<file path="src/tsf_pkg.sv">
// Constants, register map and carrier types for the touch measurement block.
// Assumes a single 8 MHz fast clock domain and an AXI4-Lite register master.
// Summary of operation
// - Software trigger starts one sequence when selected
// - Timer launches sequences repeatedly when deselected
// - Runs in sleep; sleep count sets interval
// - Clocked by fast clock, counts in cycles
// - Drive bias, pad power and start strobes
// - Work mask gates pad power and start
// - Count pad pulses, results readable per pad
// - Ten independent counters measure all pads together
// - Same fixed interval for every measurement
// - Touched when count below pad threshold
// - Two ten-bit masks define wake groups
// - Default wake on any group A touch
// - Option wakes only when both groups touched
// - Touch wakes processor from deep sleep
// - Initial level select passed to front ends
package tsf_pkg;
	// ==========================================
	// Sizes and timing
	localparam int          TSF_PADS       = 10;
	localparam int          TSF_CW         = 16;
	localparam int          TSF_FCLK_MHZ   = 8;
	localparam logic [15:0] TSF_BIAS_RST   = 16'h0008;
	localparam logic [15:0] TSF_XPD_RST    = 16'h0008;
	localparam logic [15:0] TSF_MEAS_RST   = 16'h0100;
	localparam logic [15:0] TSF_SLEEP_RST  = 16'h1000;
	localparam logic [15:0] TSF_THR_RST    = 16'h0000;
	// ==========================================
	// Register byte offsets
	localparam logic [7:0] TSF_A_CTRL      = 8'h00;
	localparam logic [7:0] TSF_A_TIMING    = 8'h04;
	localparam logic [7:0] TSF_A_MEAS      = 8'h08;
	localparam logic [7:0] TSF_A_SLEEP     = 8'h0c;
	localparam logic [7:0] TSF_A_MASKS     = 8'h10;
	localparam logic [7:0] TSF_A_GROUPB    = 8'h14;
	localparam logic [7:0] TSF_A_STATUS    = 8'h18;
	localparam logic [7:0] TSF_A_IRQ_STAT  = 8'h1c;
	localparam logic [7:0] TSF_A_IRQ_MASK  = 8'h20;
	localparam logic [7:0] TSF_A_THR0      = 8'h40;
	localparam logic [7:0] TSF_A_CNT0      = 8'h80;
	localparam logic [7:0] TSF_A_LIMIT     = 8'ha8;
	// CTRL bits
	localparam int TSF_B_SRC   = 0;
	localparam int TSF_B_TRIG  = 1;
	localparam int TSF_B_BOTH  = 2;
	localparam int TSF_B_LEVEL = 3;
	// Interrupt status bits
	localparam int TSF_I_DONE  = 0;
	localparam int TSF_I_WAKE  = 1;
	localparam logic [1:0] TSF_RESP_OKAY   = 2'b00;
	localparam logic [1:0] TSF_RESP_SLVERR = 2'b10;

	typedef enum logic [4:0] {
		TSF_IDLE  = 5'b00001,
		TSF_BIAS  = 5'b00010,
		TSF_XPD   = 5'b00100,
		TSF_MEAS  = 5'b01000,
		TSF_SLEEP = 5'b10000
	} tsf_state_t;

	typedef struct packed {
		logic                bias_power_up;
		logic [TSF_PADS-1:0] pad_power_up;
		logic [TSF_PADS-1:0] pad_start;
		logic                initial_level_select;
	} tsf_afe_t;
endpackage

</file>
<file path="src/tsf_touch_fsm.sv">
// Touch measurement state machine with AXI4-Lite registers and interrupt.
// Assumes pad pulse lines are asynchronous to aclk and resynchronised here.
//
// The register addresses and the AXI4-Lite slave port were chosen for this implementation.
`timescale 1ns/10ps
module tsf_touch_fsm
	import tsf_pkg::*;
(
	input  wire logic                aclk,
	input  wire logic                aresetn,
	input  wire logic [7:0]          s_axi_awaddr,
	input  wire logic                s_axi_awvalid,
	output logic                     s_axi_awready,
	input  wire logic [31:0]         s_axi_wdata,
	input  wire logic [3:0]          s_axi_wstrb,
	input  wire logic                s_axi_wvalid,
	output logic                     s_axi_wready,
	output logic [1:0]               s_axi_bresp,
	output logic                     s_axi_bvalid,
	input  wire logic                s_axi_bready,
	input  wire logic [7:0]          s_axi_araddr,
	input  wire logic                s_axi_arvalid,
	output logic                     s_axi_arready,
	output logic [31:0]              s_axi_rdata,
	output logic [1:0]               s_axi_rresp,
	output logic                     s_axi_rvalid,
	input  wire logic                s_axi_rready,
	input  wire logic [TSF_PADS-1:0] pad_pulse_line,
	output tsf_afe_t                 afe,
	output logic                     wakeup,
	output logic                     irq
);
	// ==========================================
	// State record
	typedef struct packed {
		tsf_state_t                       st;
		logic [15:0]                      tmr;
		logic                             src_sel;
		logic                             both_mode;
		logic                             level_sel;
		logic [15:0]                      bias_cyc;
		logic [15:0]                      xpd_cyc;
		logic [15:0]                      meas_cyc;
		logic [15:0]                      sleep_cyc;
		logic [TSF_PADS-1:0]              work_mask;
		logic [TSF_PADS-1:0]              grp_a;
		logic [TSF_PADS-1:0]              grp_b;
		logic [TSF_PADS-1:0][TSF_CW-1:0]  thr;
		logic [TSF_PADS-1:0][TSF_CW-1:0]  cnt;
		logic [TSF_PADS-1:0][TSF_CW-1:0]  res;
		logic [TSF_PADS-1:0]              touched;
		logic [TSF_PADS-1:0][2:0]         sync;
		logic [TSF_PADS-1:0]              lvl;
		logic [1:0]                       istat;
		logic [1:0]                       imask;
		logic                             wake;
		logic                             aw_got;
		logic                             w_got;
		logic [7:0]                       awaddr;
		logic [31:0]                      wdata;
		logic                             bvalid;
		logic [1:0]                       bresp;
		logic                             rvalid;
		logic [31:0]                      rdata;
		logic [1:0]                       rresp;
	} tsf_regs_t;

	tsf_regs_t s_q, s_d;

	// Pad index of a threshold or count address, or TSF_PADS when outside
	function automatic int pad_idx(input logic [7:0] a, input logic [7:0] base);
		logic [7:0] off;
		off = a - base;
		if (a >= base && off[1:0] == 2'b00 && off[7:2] < 6'(TSF_PADS))
			return int'(off[7:2]);
		return TSF_PADS;
	endfunction

	logic [TSF_PADS-1:0] pulse_rise;
	logic [TSF_PADS-1:0] below;
	logic                trig_sw;
	logic                grp_hit;

	// ==========================================
	// Pad pulse resynchronisers, one counter per pad
	for (genvar g = 0; g < TSF_PADS; g++) begin : g_pad
		// Edge counted once stages two and three agree high against the old level
		assign pulse_rise[g] = s_q.sync[g][1] & s_q.sync[g][2] & ~s_q.lvl[g];
		assign below[g]      = s_q.cnt[g] < s_q.thr[g];
	end

	always_comb begin
		int pi;
		logic wr_go;
		logic rd_go;
		pi    = 0;
		s_d   = s_q;
		trig_sw = 1'b0;
		grp_hit = 1'b0;
		wr_go = s_q.aw_got && s_q.w_got && !s_q.bvalid;
		rd_go = s_axi_arvalid && !s_q.rvalid;

		for (int i = 0; i < TSF_PADS; i++) begin
			s_d.sync[i] = {s_q.sync[i][1:0], pad_pulse_line[i]};
			// A level is accepted only when stages two and three agree
			if (s_q.sync[i][1] == s_q.sync[i][2])
				s_d.lvl[i] = s_q.sync[i][2];
		end

		// ==========================================
		// AXI4-Lite write path
		if (s_axi_awvalid && !s_q.aw_got) begin
			s_d.aw_got = 1'b1;
			s_d.awaddr = s_axi_awaddr;
		end
		if (s_axi_wvalid && !s_q.w_got) begin
			s_d.w_got = 1'b1;
			s_d.wdata = s_axi_wdata;
		end
		if (s_q.bvalid && s_axi_bready)
			s_d.bvalid = 1'b0;
		if (wr_go) begin
			s_d.aw_got = 1'b0;
			s_d.w_got  = 1'b0;
			s_d.bvalid = 1'b1;
			s_d.bresp  = TSF_RESP_OKAY;
			case (s_q.awaddr)
				TSF_A_CTRL: begin
					s_d.src_sel   = s_q.wdata[TSF_B_SRC];
					s_d.both_mode = s_q.wdata[TSF_B_BOTH];
					s_d.level_sel = s_q.wdata[TSF_B_LEVEL];
					trig_sw       = s_q.wdata[TSF_B_TRIG];
				end
				TSF_A_TIMING: begin
					s_d.bias_cyc = s_q.wdata[15:0];
					s_d.xpd_cyc  = s_q.wdata[31:16];
				end
				TSF_A_MEAS:   s_d.meas_cyc  = s_q.wdata[15:0];
				TSF_A_SLEEP:  s_d.sleep_cyc = s_q.wdata[15:0];
				TSF_A_MASKS: begin
					s_d.work_mask = s_q.wdata[TSF_PADS-1:0];
					s_d.grp_a     = s_q.wdata[16+TSF_PADS-1:16];
				end
				TSF_A_GROUPB:   s_d.grp_b = s_q.wdata[TSF_PADS-1:0];
				TSF_A_IRQ_MASK: s_d.imask = s_q.wdata[1:0];
				TSF_A_IRQ_STAT: s_d.istat = s_q.istat & ~s_q.wdata[1:0];
				default: begin
					pi = pad_idx(s_q.awaddr, TSF_A_THR0);
					if (pi < TSF_PADS)
						s_d.thr[pi] = s_q.wdata[TSF_CW-1:0];
					else
						s_d.bresp = TSF_RESP_SLVERR;
				end
			endcase
		end

		// ==========================================
		// AXI4-Lite read path
		if (s_q.rvalid && s_axi_rready)
			s_d.rvalid = 1'b0;
		if (rd_go) begin
			s_d.rvalid = 1'b1;
			s_d.rresp  = TSF_RESP_OKAY;
			s_d.rdata  = '0;
			case (s_axi_araddr)
				TSF_A_CTRL: begin
					s_d.rdata[TSF_B_SRC]   = s_q.src_sel;
					s_d.rdata[TSF_B_BOTH]  = s_q.both_mode;
					s_d.rdata[TSF_B_LEVEL] = s_q.level_sel;
				end
				TSF_A_TIMING:   s_d.rdata = {s_q.xpd_cyc, s_q.bias_cyc};
				TSF_A_MEAS:     s_d.rdata[15:0] = s_q.meas_cyc;
				TSF_A_SLEEP:    s_d.rdata[15:0] = s_q.sleep_cyc;
				TSF_A_MASKS: begin
					s_d.rdata[TSF_PADS-1:0]       = s_q.work_mask;
					s_d.rdata[16+TSF_PADS-1:16]   = s_q.grp_a;
				end
				TSF_A_GROUPB:   s_d.rdata[TSF_PADS-1:0] = s_q.grp_b;
				TSF_A_STATUS: begin
					s_d.rdata[TSF_PADS-1:0] = s_q.touched;
					s_d.rdata[31:27]        = s_q.st;
				end
				TSF_A_IRQ_STAT: s_d.rdata[1:0] = s_q.istat;
				TSF_A_IRQ_MASK: s_d.rdata[1:0] = s_q.imask;
				default: begin
					pi = pad_idx(s_axi_araddr, TSF_A_THR0);
					if (pi < TSF_PADS)
						s_d.rdata[TSF_CW-1:0] = s_q.thr[pi];
					else begin
						pi = pad_idx(s_axi_araddr, TSF_A_CNT0);
						if (pi < TSF_PADS)
							s_d.rdata[TSF_CW-1:0] = s_q.res[pi];
						else
							s_d.rresp = TSF_RESP_SLVERR;
					end
				end
			endcase
		end

		// ==========================================
		// Measurement sequence, all counts in fast-clock cycles
		case (s_q.st)
			TSF_IDLE: begin
				if ((s_q.src_sel && trig_sw) || !s_q.src_sel) begin
					s_d.st  = TSF_BIAS;
					s_d.tmr = s_q.bias_cyc;
				end
			end
			TSF_BIAS: begin
				if (s_q.tmr == '0) begin
					s_d.st  = TSF_XPD;
					s_d.tmr = s_q.xpd_cyc;
				end else
					s_d.tmr = s_q.tmr - 16'h0001;
			end
			TSF_XPD: begin
				if (s_q.tmr == '0) begin
					s_d.st  = TSF_MEAS;
					s_d.tmr = s_q.meas_cyc;
					s_d.cnt = '0;
				end else
					s_d.tmr = s_q.tmr - 16'h0001;
			end
			TSF_MEAS: begin
				for (int i = 0; i < TSF_PADS; i++) begin
					if (pulse_rise[i] && s_q.work_mask[i] && s_q.cnt[i] != '1)
						s_d.cnt[i] = s_q.cnt[i] + 16'h0001;
				end
				if (s_q.tmr == '0) begin
					// Results change only here, so reads never see a partial count
					s_d.res     = s_q.cnt;
					s_d.touched = below & s_q.work_mask;
					if (s_q.both_mode)
						grp_hit = |(below & s_q.work_mask & s_q.grp_a) &&
							|(below & s_q.work_mask & s_q.grp_b);
					else
						grp_hit = |(below & s_q.work_mask & s_q.grp_a);
					s_d.wake = grp_hit;
					s_d.istat[TSF_I_DONE] = 1'b1;
					if (grp_hit)
						s_d.istat[TSF_I_WAKE] = 1'b1;
					s_d.st  = s_q.src_sel ? TSF_IDLE : TSF_SLEEP;
					s_d.tmr = s_q.sleep_cyc;
				end else
					s_d.tmr = s_q.tmr - 16'h0001;
			end
			TSF_SLEEP: begin
				// Keeps cycling regardless of processor sleep state
				if (s_q.src_sel)
					s_d.st = TSF_IDLE;
				else if (s_q.tmr == '0) begin
					s_d.st  = TSF_BIAS;
					s_d.tmr = s_q.bias_cyc;
				end else
					s_d.tmr = s_q.tmr - 16'h0001;
			end
			default: s_d.st = TSF_IDLE;
		endcase

		// Write clear and a new event in the same cycle: the event is kept
		if (wr_go && s_q.awaddr == TSF_A_IRQ_STAT) begin
			if (s_q.st == TSF_MEAS && s_q.tmr == '0) begin
				s_d.istat[TSF_I_DONE] = 1'b1;
				s_d.istat[TSF_I_WAKE] = s_d.istat[TSF_I_WAKE] | grp_hit;
			end
		end
	end

	always_ff @(posedge aclk) begin
		if (!aresetn) begin
			s_q           <= '0;
			s_q.st        <= TSF_IDLE;
			s_q.src_sel   <= 1'b1;
			s_q.bias_cyc  <= TSF_BIAS_RST;
			s_q.xpd_cyc   <= TSF_XPD_RST;
			s_q.meas_cyc  <= TSF_MEAS_RST;
			s_q.sleep_cyc <= TSF_SLEEP_RST;
			s_q.thr       <= {TSF_PADS{TSF_CW'(TSF_THR_RST)}};
		end else
			s_q <= s_d;
	end

	// ==========================================
	// Outputs
	assign s_axi_awready = !s_q.aw_got;
	assign s_axi_wready  = !s_q.w_got;
	assign s_axi_bvalid  = s_q.bvalid;
	assign s_axi_bresp   = s_q.bresp;
	assign s_axi_arready = !s_q.rvalid;
	assign s_axi_rvalid  = s_q.rvalid;
	assign s_axi_rdata   = s_q.rdata;
	assign s_axi_rresp   = s_q.rresp;
	assign afe = '{
		bias_power_up:        (s_q.st != TSF_IDLE && s_q.st != TSF_SLEEP),
		pad_power_up:         ((s_q.st == TSF_XPD || s_q.st == TSF_MEAS) ?
			s_q.work_mask : '0),
		pad_start:            ((s_q.st == TSF_MEAS) ? s_q.work_mask : '0),
		initial_level_select: s_q.level_sel
	};
	assign wakeup = s_q.wake;
	assign irq    = |(s_q.istat & s_q.imask);

	// ==========================================
	// Checks
	property p_start_sw;
		@(posedge aclk) disable iff (!aresetn)
		(s_q.st == TSF_IDLE && s_q.src_sel && !trig_sw) |=> s_q.st == TSF_IDLE;
	endproperty
	a_start_sw: assert property (p_start_sw) else $error("idle left without trigger");

	property p_start_tmr;
		@(posedge aclk) disable iff (!aresetn)
		(s_q.st == TSF_IDLE && !s_q.src_sel) |=> s_q.st == TSF_BIAS;
	endproperty
	a_start_tmr: assert property (p_start_tmr) else $error("timer mode did not start");

	property p_sleep_wait;
		@(posedge aclk) disable iff (!aresetn)
		(s_q.st == TSF_SLEEP && s_q.tmr != '0 && !s_q.src_sel) |=> s_q.st == TSF_SLEEP;
	endproperty
	a_sleep_wait: assert property (p_sleep_wait) else $error("sleep ended early");

	property p_mask_gate;
		@(posedge aclk) disable iff (!aresetn)
		(afe.pad_start & ~s_q.work_mask) == '0;
	endproperty
	a_mask_gate: assert property (p_mask_gate) else $error("masked pad started");

	property p_bias_first;
		@(posedge aclk) disable iff (!aresetn)
		(afe.pad_power_up != '0) |-> afe.bias_power_up;
	endproperty
	a_bias_first: assert property (p_bias_first) else $error("pad up without bias");

	property p_clear;
		@(posedge aclk) disable iff (!aresetn)
		(s_q.st == TSF_XPD && s_q.tmr == '0) |=> s_q.cnt == '0;
	endproperty
	a_clear: assert property (p_clear) else $error("counters not cleared");

	property p_interval;
		@(posedge aclk) disable iff (!aresetn)
		(s_q.st == TSF_XPD && s_q.tmr == '0) |=> s_q.tmr == s_q.meas_cyc;
	endproperty
	a_interval: assert property (p_interval) else $error("interval not loaded");

	property p_result;
		@(posedge aclk) disable iff (!aresetn)
		(s_q.st == TSF_MEAS && s_q.tmr == '0) |=>
			s_q.res == $past(s_q.cnt) &&
			s_q.touched == ($past(below) & $past(s_q.work_mask));
	endproperty
	a_result: assert property (p_result) else $error("result not latched");

	property p_wake_a;
		@(posedge aclk) disable iff (!aresetn)
		(s_q.st == TSF_MEAS && s_q.tmr == '0 && !s_q.both_mode &&
			|(below & s_q.work_mask & s_q.grp_a)) |=> wakeup;
	endproperty
	a_wake_a: assert property (p_wake_a) else $error("group a touch no wake");

	property p_wake_both;
		@(posedge aclk) disable iff (!aresetn)
		(s_q.st == TSF_MEAS && s_q.tmr == '0 && s_q.both_mode &&
			!(|(below & s_q.work_mask & s_q.grp_b))) |=> !wakeup;
	endproperty
	a_wake_both: assert property (p_wake_both) else $error("wake without group b");
endmodule // tsf_touch_fsm
</file>
<file path="config.mk">
export PLATFORM = sky130hd
export DESIGN_NAME = tsf_touch_fsm
export DESIGN_NICKNAME = d
export VERILOG_FILES = /design/src/tsf_pkg.sv /design/src/tsf_touch_fsm.sv
export SDC_FILE = /design/constraint.sdc
export NUM_CORES = 2
export LEC_CHECK = 0
export BUFFER_PORTS_ARGS = -buffer_cell sky130_fd_sc_hd__buf_4
export CELL_PAD_IN_SITES_DETAIL_PLACEMENT = 0
export CELL_PAD_IN_SITES_GLOBAL_PLACEMENT = 1
export CORE_ASPECT_RATIO = 1.25
export CORE_UTILIZATION = 50
export DETAILED_ROUTE_END_ITERATION = 16
export MAX_ROUTING_LAYER = met4
export PLACE_DENSITY_LB_ADDON = 0.1
export SYNTH_ARGS = -nofsm -noshare
export SYNTH_HDL_FRONTEND = slang
export SYNTH_SLANG_ARGS = --single-unit
</file>
<file path="constraint.sdc">
create_clock -name aclk -period 4.3 [get_ports aclk]
set_input_delay 0.43 -clock aclk [delete_from_list [all_inputs] [get_ports aclk]]
set_output_delay 0.43 -clock aclk [all_outputs]
set_load 0.02 [all_outputs]
</file>
=== Word level (Yosys, flattened, before mapping) ===
Index checks and enable logic that the tools add are counted.

* Flip-flop bits (word level): 733
* Output and inout port bits: 65
* Logic and storage cells: 389

* Add/sub/neg operators: 14
* Order comparisons: 23
* Eq/ne operators: 58
* Multiplexer cells: 94
* Bitwise logic cells: 39
* Reduce and logical (&&, ||, !) cells: 86

{| class="wikitable"
|+ Operators by type and width
! kind !! number
|-
| 2-to-1 mux 16 bit || 22
|-
| 2-to-1 mux 32 bit || 10
|-
| one-hot mux 160 bit (2 select lines) || 1
|-
| adder 16 x 1 -> 16 bit (second input constant) || 10
|-
| bitwise mux 160 bit || 1
|-
| less-than comparator 16 bit || 10
|-
| 2-to-1 mux 160 bit || 1
|-
| != test 16 bit (second input constant) || 10
|-
| binary-select mux 16 bit (select 4 bit) || 2
|-
| less-than comparator 32 x 5 -> 1 bit (second input constant) || 3
|-
| less-than comparator 32 x 6 -> 1 bit (second input constant) || 3
|-
| one-hot mux 16 bit (5 select lines) || 1
|-
| demux 16 bit (select 4 bit) || 1
|-
| == test 8 x 5 -> 1 bit (second input constant) || 7
|-
| one-hot mux 6 bit (7 select lines) || 1
|-
| logical AND 1 bit || 39
|-
| AND reduction 3 bit || 12
|-
| 2-to-1 mux 35 bit || 1
|-
| == test 8 x 4 -> 1 bit (second input constant) || 4
|-
| >= comparator 32 x 1 -> 1 bit (second input constant) || 1
|-
| AND 10 bit || 3
|-
| 2-to-1 mux 5 bit || 6
|-
| != test 2 bit (second input constant) || 15
|-
| one-hot mux 5 bit (5 select lines) || 1
|-
| other kinds (49) || 149
|}

=== Logic depth before layout (Yosys ltp) ===
* Word-level depth: 25
* Mapped depth: 12
* Gate-level depth less buffers: 10

=== Least setup slack after synthesis ===
OpenSTA, ideal clock, no wires.

* Kind: input to register
* Start point: input port s_axi_araddr[6]
* End point: register s_q (netlist bit s_axi_rdata[14])
* Arrival: 2.931 ns
* Data required time: 4.183 ns
* Slack: 1.252 ns
* Cell stages on the path: 11
* Path buffers: 1
* Path through: inv_1 -> ha_1 -> nor4bb_1 -> o21ai_1 -> or2_2 -> buf_2 -> mux2_2 -> a211o_1 -> nand4_1 -> nand4_1 -> a32o_1

* Word-level cells in the longest chain between the ends: 17
* Elaborated cells on any way between the ends: 47
* Those cells by class: add/sub (2); order compare (6); eq/ne (8); mux (25); reduce/logical (6)

{| class="wikitable"
|+ RTL lines
! element !! RTL line !! source
|-
| start: declaration || tsf_touch_fsm.sv:21 || <nowiki>input wire logic [7:0] s_axi_araddr,</nowiki>
|-
| parallel branches: the longest is 16 deep, another holds less-than comparator 32 x 5 -> 1 bit || -- ||
|-
| one-hot mux 6 bit (4 select lines) (*) || tsf_touch_fsm.sv:165 || <nowiki>case (s_axi_araddr)</nowiki>
|-
| end: declaration || tsf_touch_fsm.sv:68 || <nowiki>tsf_regs_t s_q, s_d;</nowiki>
|}

Every way passes the cells marked *. The select of a mux whose other input is x is not followed.
A chain may end at the register's enable or synchronous reset.

=== Final worst setup path ===
* Start point: register s_q[714] (netlist name)
* End point: register s_q[723] (netlist name)

* Word-level cells in the longest chain between the ends: 4
* Elaborated cells on any way between the ends: 8
* Those cells by class: add/sub (1); mux (6); reduce/logical (1)

{| class="wikitable"
|+ RTL lines
! element !! RTL line !! source
|-
| subtractor 16 x 1 -> 16 bit / zero test 16 bit (equally long branches) || -- ||
|-
| 2-to-1 mux 16 bit || tsf_touch_fsm.sv:251 || <nowiki>else if (s_q.tmr == '0) begin</nowiki>
|-
| 2-to-1 mux 16 bit || tsf_touch_fsm.sv:249 || <nowiki>if (s_q.src_sel)</nowiki>
|-
| one-hot mux 16 bit (5 select lines) (*) || tsf_touch_fsm.sv:202 || <nowiki>case (s_q.st)</nowiki>
|}

Every way passes the cells marked *; elsewhere a longest branch is shown, timed or not. The select of a mux whose other input is x is not followed.

==> reports/results.ini <==
[grt]
global_route.overflow_total = 0
grt_start_max_net_pins = 188
grt_pass1_wl_um = 203000
grt_antenna_before_repair = 7
grt_usage_pct = 36.8
first_global_vias = 30900

[placement]
gp_routability_congestion = 1.02
portBuffers = 127
dp.final_hpwl_um = 100000
pre_cts_setup_slack_ps = 777

[critical_path]
crit_path_required_time_ps = 4820
critical_path_class = register to register
r2r_setup_slack_ps = 940
end_of_the_worst_register_to_register_path = s_q[723]$_SDFFE_PN0P_
r2r_start = s_q[714]$_SDFFE_PN0P_
rr_worst_depth = 9
timing.critical_path.to = s_q[723]$_SDFFE_PN0P_
critical_path.startpoint = s_q[714]$_SDFFE_PN0P_
crit_fanout = 26
worst_setup_path_start_kind = register
worst_setup_path_end_kind = register
worst-endpoint-arrival_ps = 3880

[power]
power_switching_mw = 4.12
leakagePower_nw = 15.1
power_total_mw = 15.8
power.ir.vdd_worst_v = 0.000384
power.internal_mw = 11.7
combinationalPowerShare_pct = 9.8
share_seq_of_total_power_pct = 44.7
netSwitchingFraction_pct = 26.1
pwr_density_cell_nw_per_um2 = 373
power.share.clock_pct = 45.5

[yosys]
yosysSeqAreaShare_pct = 38.9
post_synth_num_cell_types = 81
synth_edf_count = 0
syn-mean-instance-area_um2 = 7.99
synthCells = 4714
mappedNetlistArea_um2 = 37700
synth-main-ff-cell = dfxtp_1
async_reset_ff_share_pct = 0
flip_flop_and_latch_count_after_synthesis = 731
ys_warn_count = 0

[floorplanning]
die_area_um2 = 76400
design.core.area_um2 = 74600
fp.dieH_um = 309
start_util_pct = 50.5
die_x_extent_um = 247
io_pins = 134
row_count = 112

[finish]
nFillCells = 7122
finish.net_count = 4967
drive_above_1_share_pct = 9.32
postLayoutCoreUtil_pct = 56.8
area_delta_synth_final_pct = 12.4

[routing]
dr.pass1.iters = 12
finalWirelength_um = 138000
via_count = 33900
drt_first_iter_violations = 2951
routed_wirelength_normalized_by_instance_count_um = 23.9
remaining_drc_errors = 0
antenna_left = 0
route.detailed.vias_per_inst = 5.89

[clock_network]
tritoncts = done
cts-root-to-sink-buffers = 3
maximum_level_of_the_cts_h_tree = 3
clkSlewWorstSetupHoldPaths_ps = 60
tritoncts.num_buffers = 79
worst_skew_pair.late_latency_ps = 650
cts_sinks = 731
clock-root-buffer = clkbuf_16
cts_setup_buffers = 0

[job]
number_of_max_cap_violations = 1

[timing]
sum_neg_setup_slack_ps = 0
hold_ws_ps = 35.2
maxClockFrequency_mhz = 298
finalClockSkew_ps = 22.1
fin_ws_ps = 940
setup-violations-final = 0
timing.max_slew.rel_slack_pct = 1.36
worstMarginPinSlew_ps = 1460
min_period_over_period_pct = 78.1
final-max-slew-violation-count = 0
hold_violations = 0
setup_repair_after_global_routing_missed_its_margin = no
final.min_clock_period_ps = 3360

[status]
failing_checks = capacitance limit
status = finished with violations

[worst_hold_path]
type_of_the_tightest_min_delay_check = input port to register

sequential cells by signal (all words and copies together), names as in the netlist:
signal,cells
afe,1
s_axi_bresp,1
s_axi_bvalid,1
s_axi_rdata,32
s_axi_rresp,1
s_axi_rvalid,1
s_d,20
s_q,673
wakeup,1
cell type report:
type,count,area (um2),share of cell area (%)
Antenna cell,9,22.5,0.0532
Clock buffer,114,2340,5.53
Clock inverter,29,350,0.827
Inverter,207,777,1.84
Multi-Input combinational cell,3437,20900,49.3
Sequential cell,731,14600,34.6
Tap cell,969,1210,2.86
Timing Repair Buffer,265,2110,4.99
repair_timing:
| action | 4_1_cts | 5_1_grt |
|---|---|---|
| resized for setup | 0 | 0 |
| hold buffers | 12 | 0 |
| hold endpoints to repair | 12 | 0 |
| setup endpoints to repair | 0 | 0 |
critical path, stage by stage, from the launching register on:
cell,delay [ps]
dfxtp_1,350
nor4_1,430
or4b_1,720
or3_2,770
buf_4,320
o21ai_0,150
and2_0,170
a32oi_1,110
a21oi_1,150
a21oi_1,80
through the flow:
stage | cells | instance area, um2
after floorplan | 4715 | 37700
after global routing | 5758 | 42300
after global placement | 5597 | 39500
after CTS | 5752 | 42300
final | 5761 | 42300
after detailed placement | 5597 | 39500
synthesized netlist by cell type, types with 71 or more instances:
| cell | instances | area share (%) |
|---|---|---|
| inv_1 | 206 | 2.1 |
| a21oi_1 | 124 | 1.6 |
| mux2i_1 | 90 | 2.4 |
| xor2_1 | 71 | 1.7 |
| dfxtp_1 | 731 | 39 |
| clkbuf_1 | 258 | 2.6 |
| a21boi_0 | 418 | 8.3 |
| o21ai_0 | 185 | 2.5 |
| ha_1 | 177 | 5.9 |
| nor2_1 | 261 | 2.6 |
| nand2_1 | 1047 | 10 |
| and2_1 | 88 | 1.5 |
| nor2b_1 | 93 | 1.5 |
| nand3_1 | 134 | 1.8 |
how the worst min path moves through the flow:
| stage | from | endpoint | slack (ps) | cells past startpoint |
|---|---|---|---|---|
| 2_1_floorplan | s_d[99]$_SDFF_PN0_ | s_d[100]$_SDFF_PN0_ | 410 | 1 |
| 3_3_place_gp | s_d[123]$_SDFF_PN0_ | s_d[124]$_SDFF_PN0_ | 410 | 1 |
| 3_5_place_dp | s_d[123]$_SDFF_PN0_ | s_d[124]$_SDFF_PN0_ | 420 | 1 |
| 4_1_cts | s_axi_awaddr[6] | s_q[76]$_SDFFE_PN0P_ | 6 | 3 |
| 5_1_grt | s_axi_awaddr[7] | s_q[77]$_SDFFE_PN0P_ | 40 | 3 |
| 6_report | s_axi_awaddr[6] | s_q[76]$_SDFFE_PN0P_ | 40 | 3 |
cells in the final DEF (no fill, tap or decap), types with 57 or more instances in the layout:
master,Yosys,final
nor2b_1,93,90
a31oi_1,59,59
nand3_1,134,134
and2_1,88,87
clkbuf_16,0,83
inv_1,206,206
ha_1,177,177
nand2_1,1047,1045
nand4_1,57,57
nor3_1,61,58
a21oi_1,124,124
xnor2_1,58,58
o21ai_0,185,185
nor2_1,261,261
buf_4,37,245
a21boi_0,418,418
dfxtp_1,731,731
xor2_1,71,71
mux2i_1,90,90
power by group through the flow:
stage / clock network [mW] / logic [mW] / registers [mW]
after global routing: 7.54 / 1.68 / 7.05
final: 7.18 / 1.55 / 7.05
after floorplan: 0 / 1.09 / 7.09
after detailed placement: 0 / 1.52 / 7.19
after global placement: 0 / 1.52 / 7.19
after CTS: 7.27 / 1.53 / 7.04
routing by layer:
metal	global-route usage (%)	part of all wire (%)	up-vias
li1	-	-	16200
met1	48.3	43	16300
met5	-	0	-
met3	4.81	6.8	251
met2	55.9	45	1242
met4	17.1	4.9	0
cell families (layout without fill, tap and decap cells):
kind of cell               after synthesis  count (layout)  share of synthesized area [%]
AOI/OAI and AO/OA                     1062            1062                           19.6
muxes                                  102             102                           2.75
DFF                                    731             731                           38.9
and+or+nand+nor                       1965            1965                           24.0
buffers and inverters                  547             615                           5.94
other                                    1              11                        0.00996
xor gates and xnor gates               129             129                           3.00
adders and majority gates              177             177                           5.88
No activity file was read; power rests on OpenSTA's default activity.
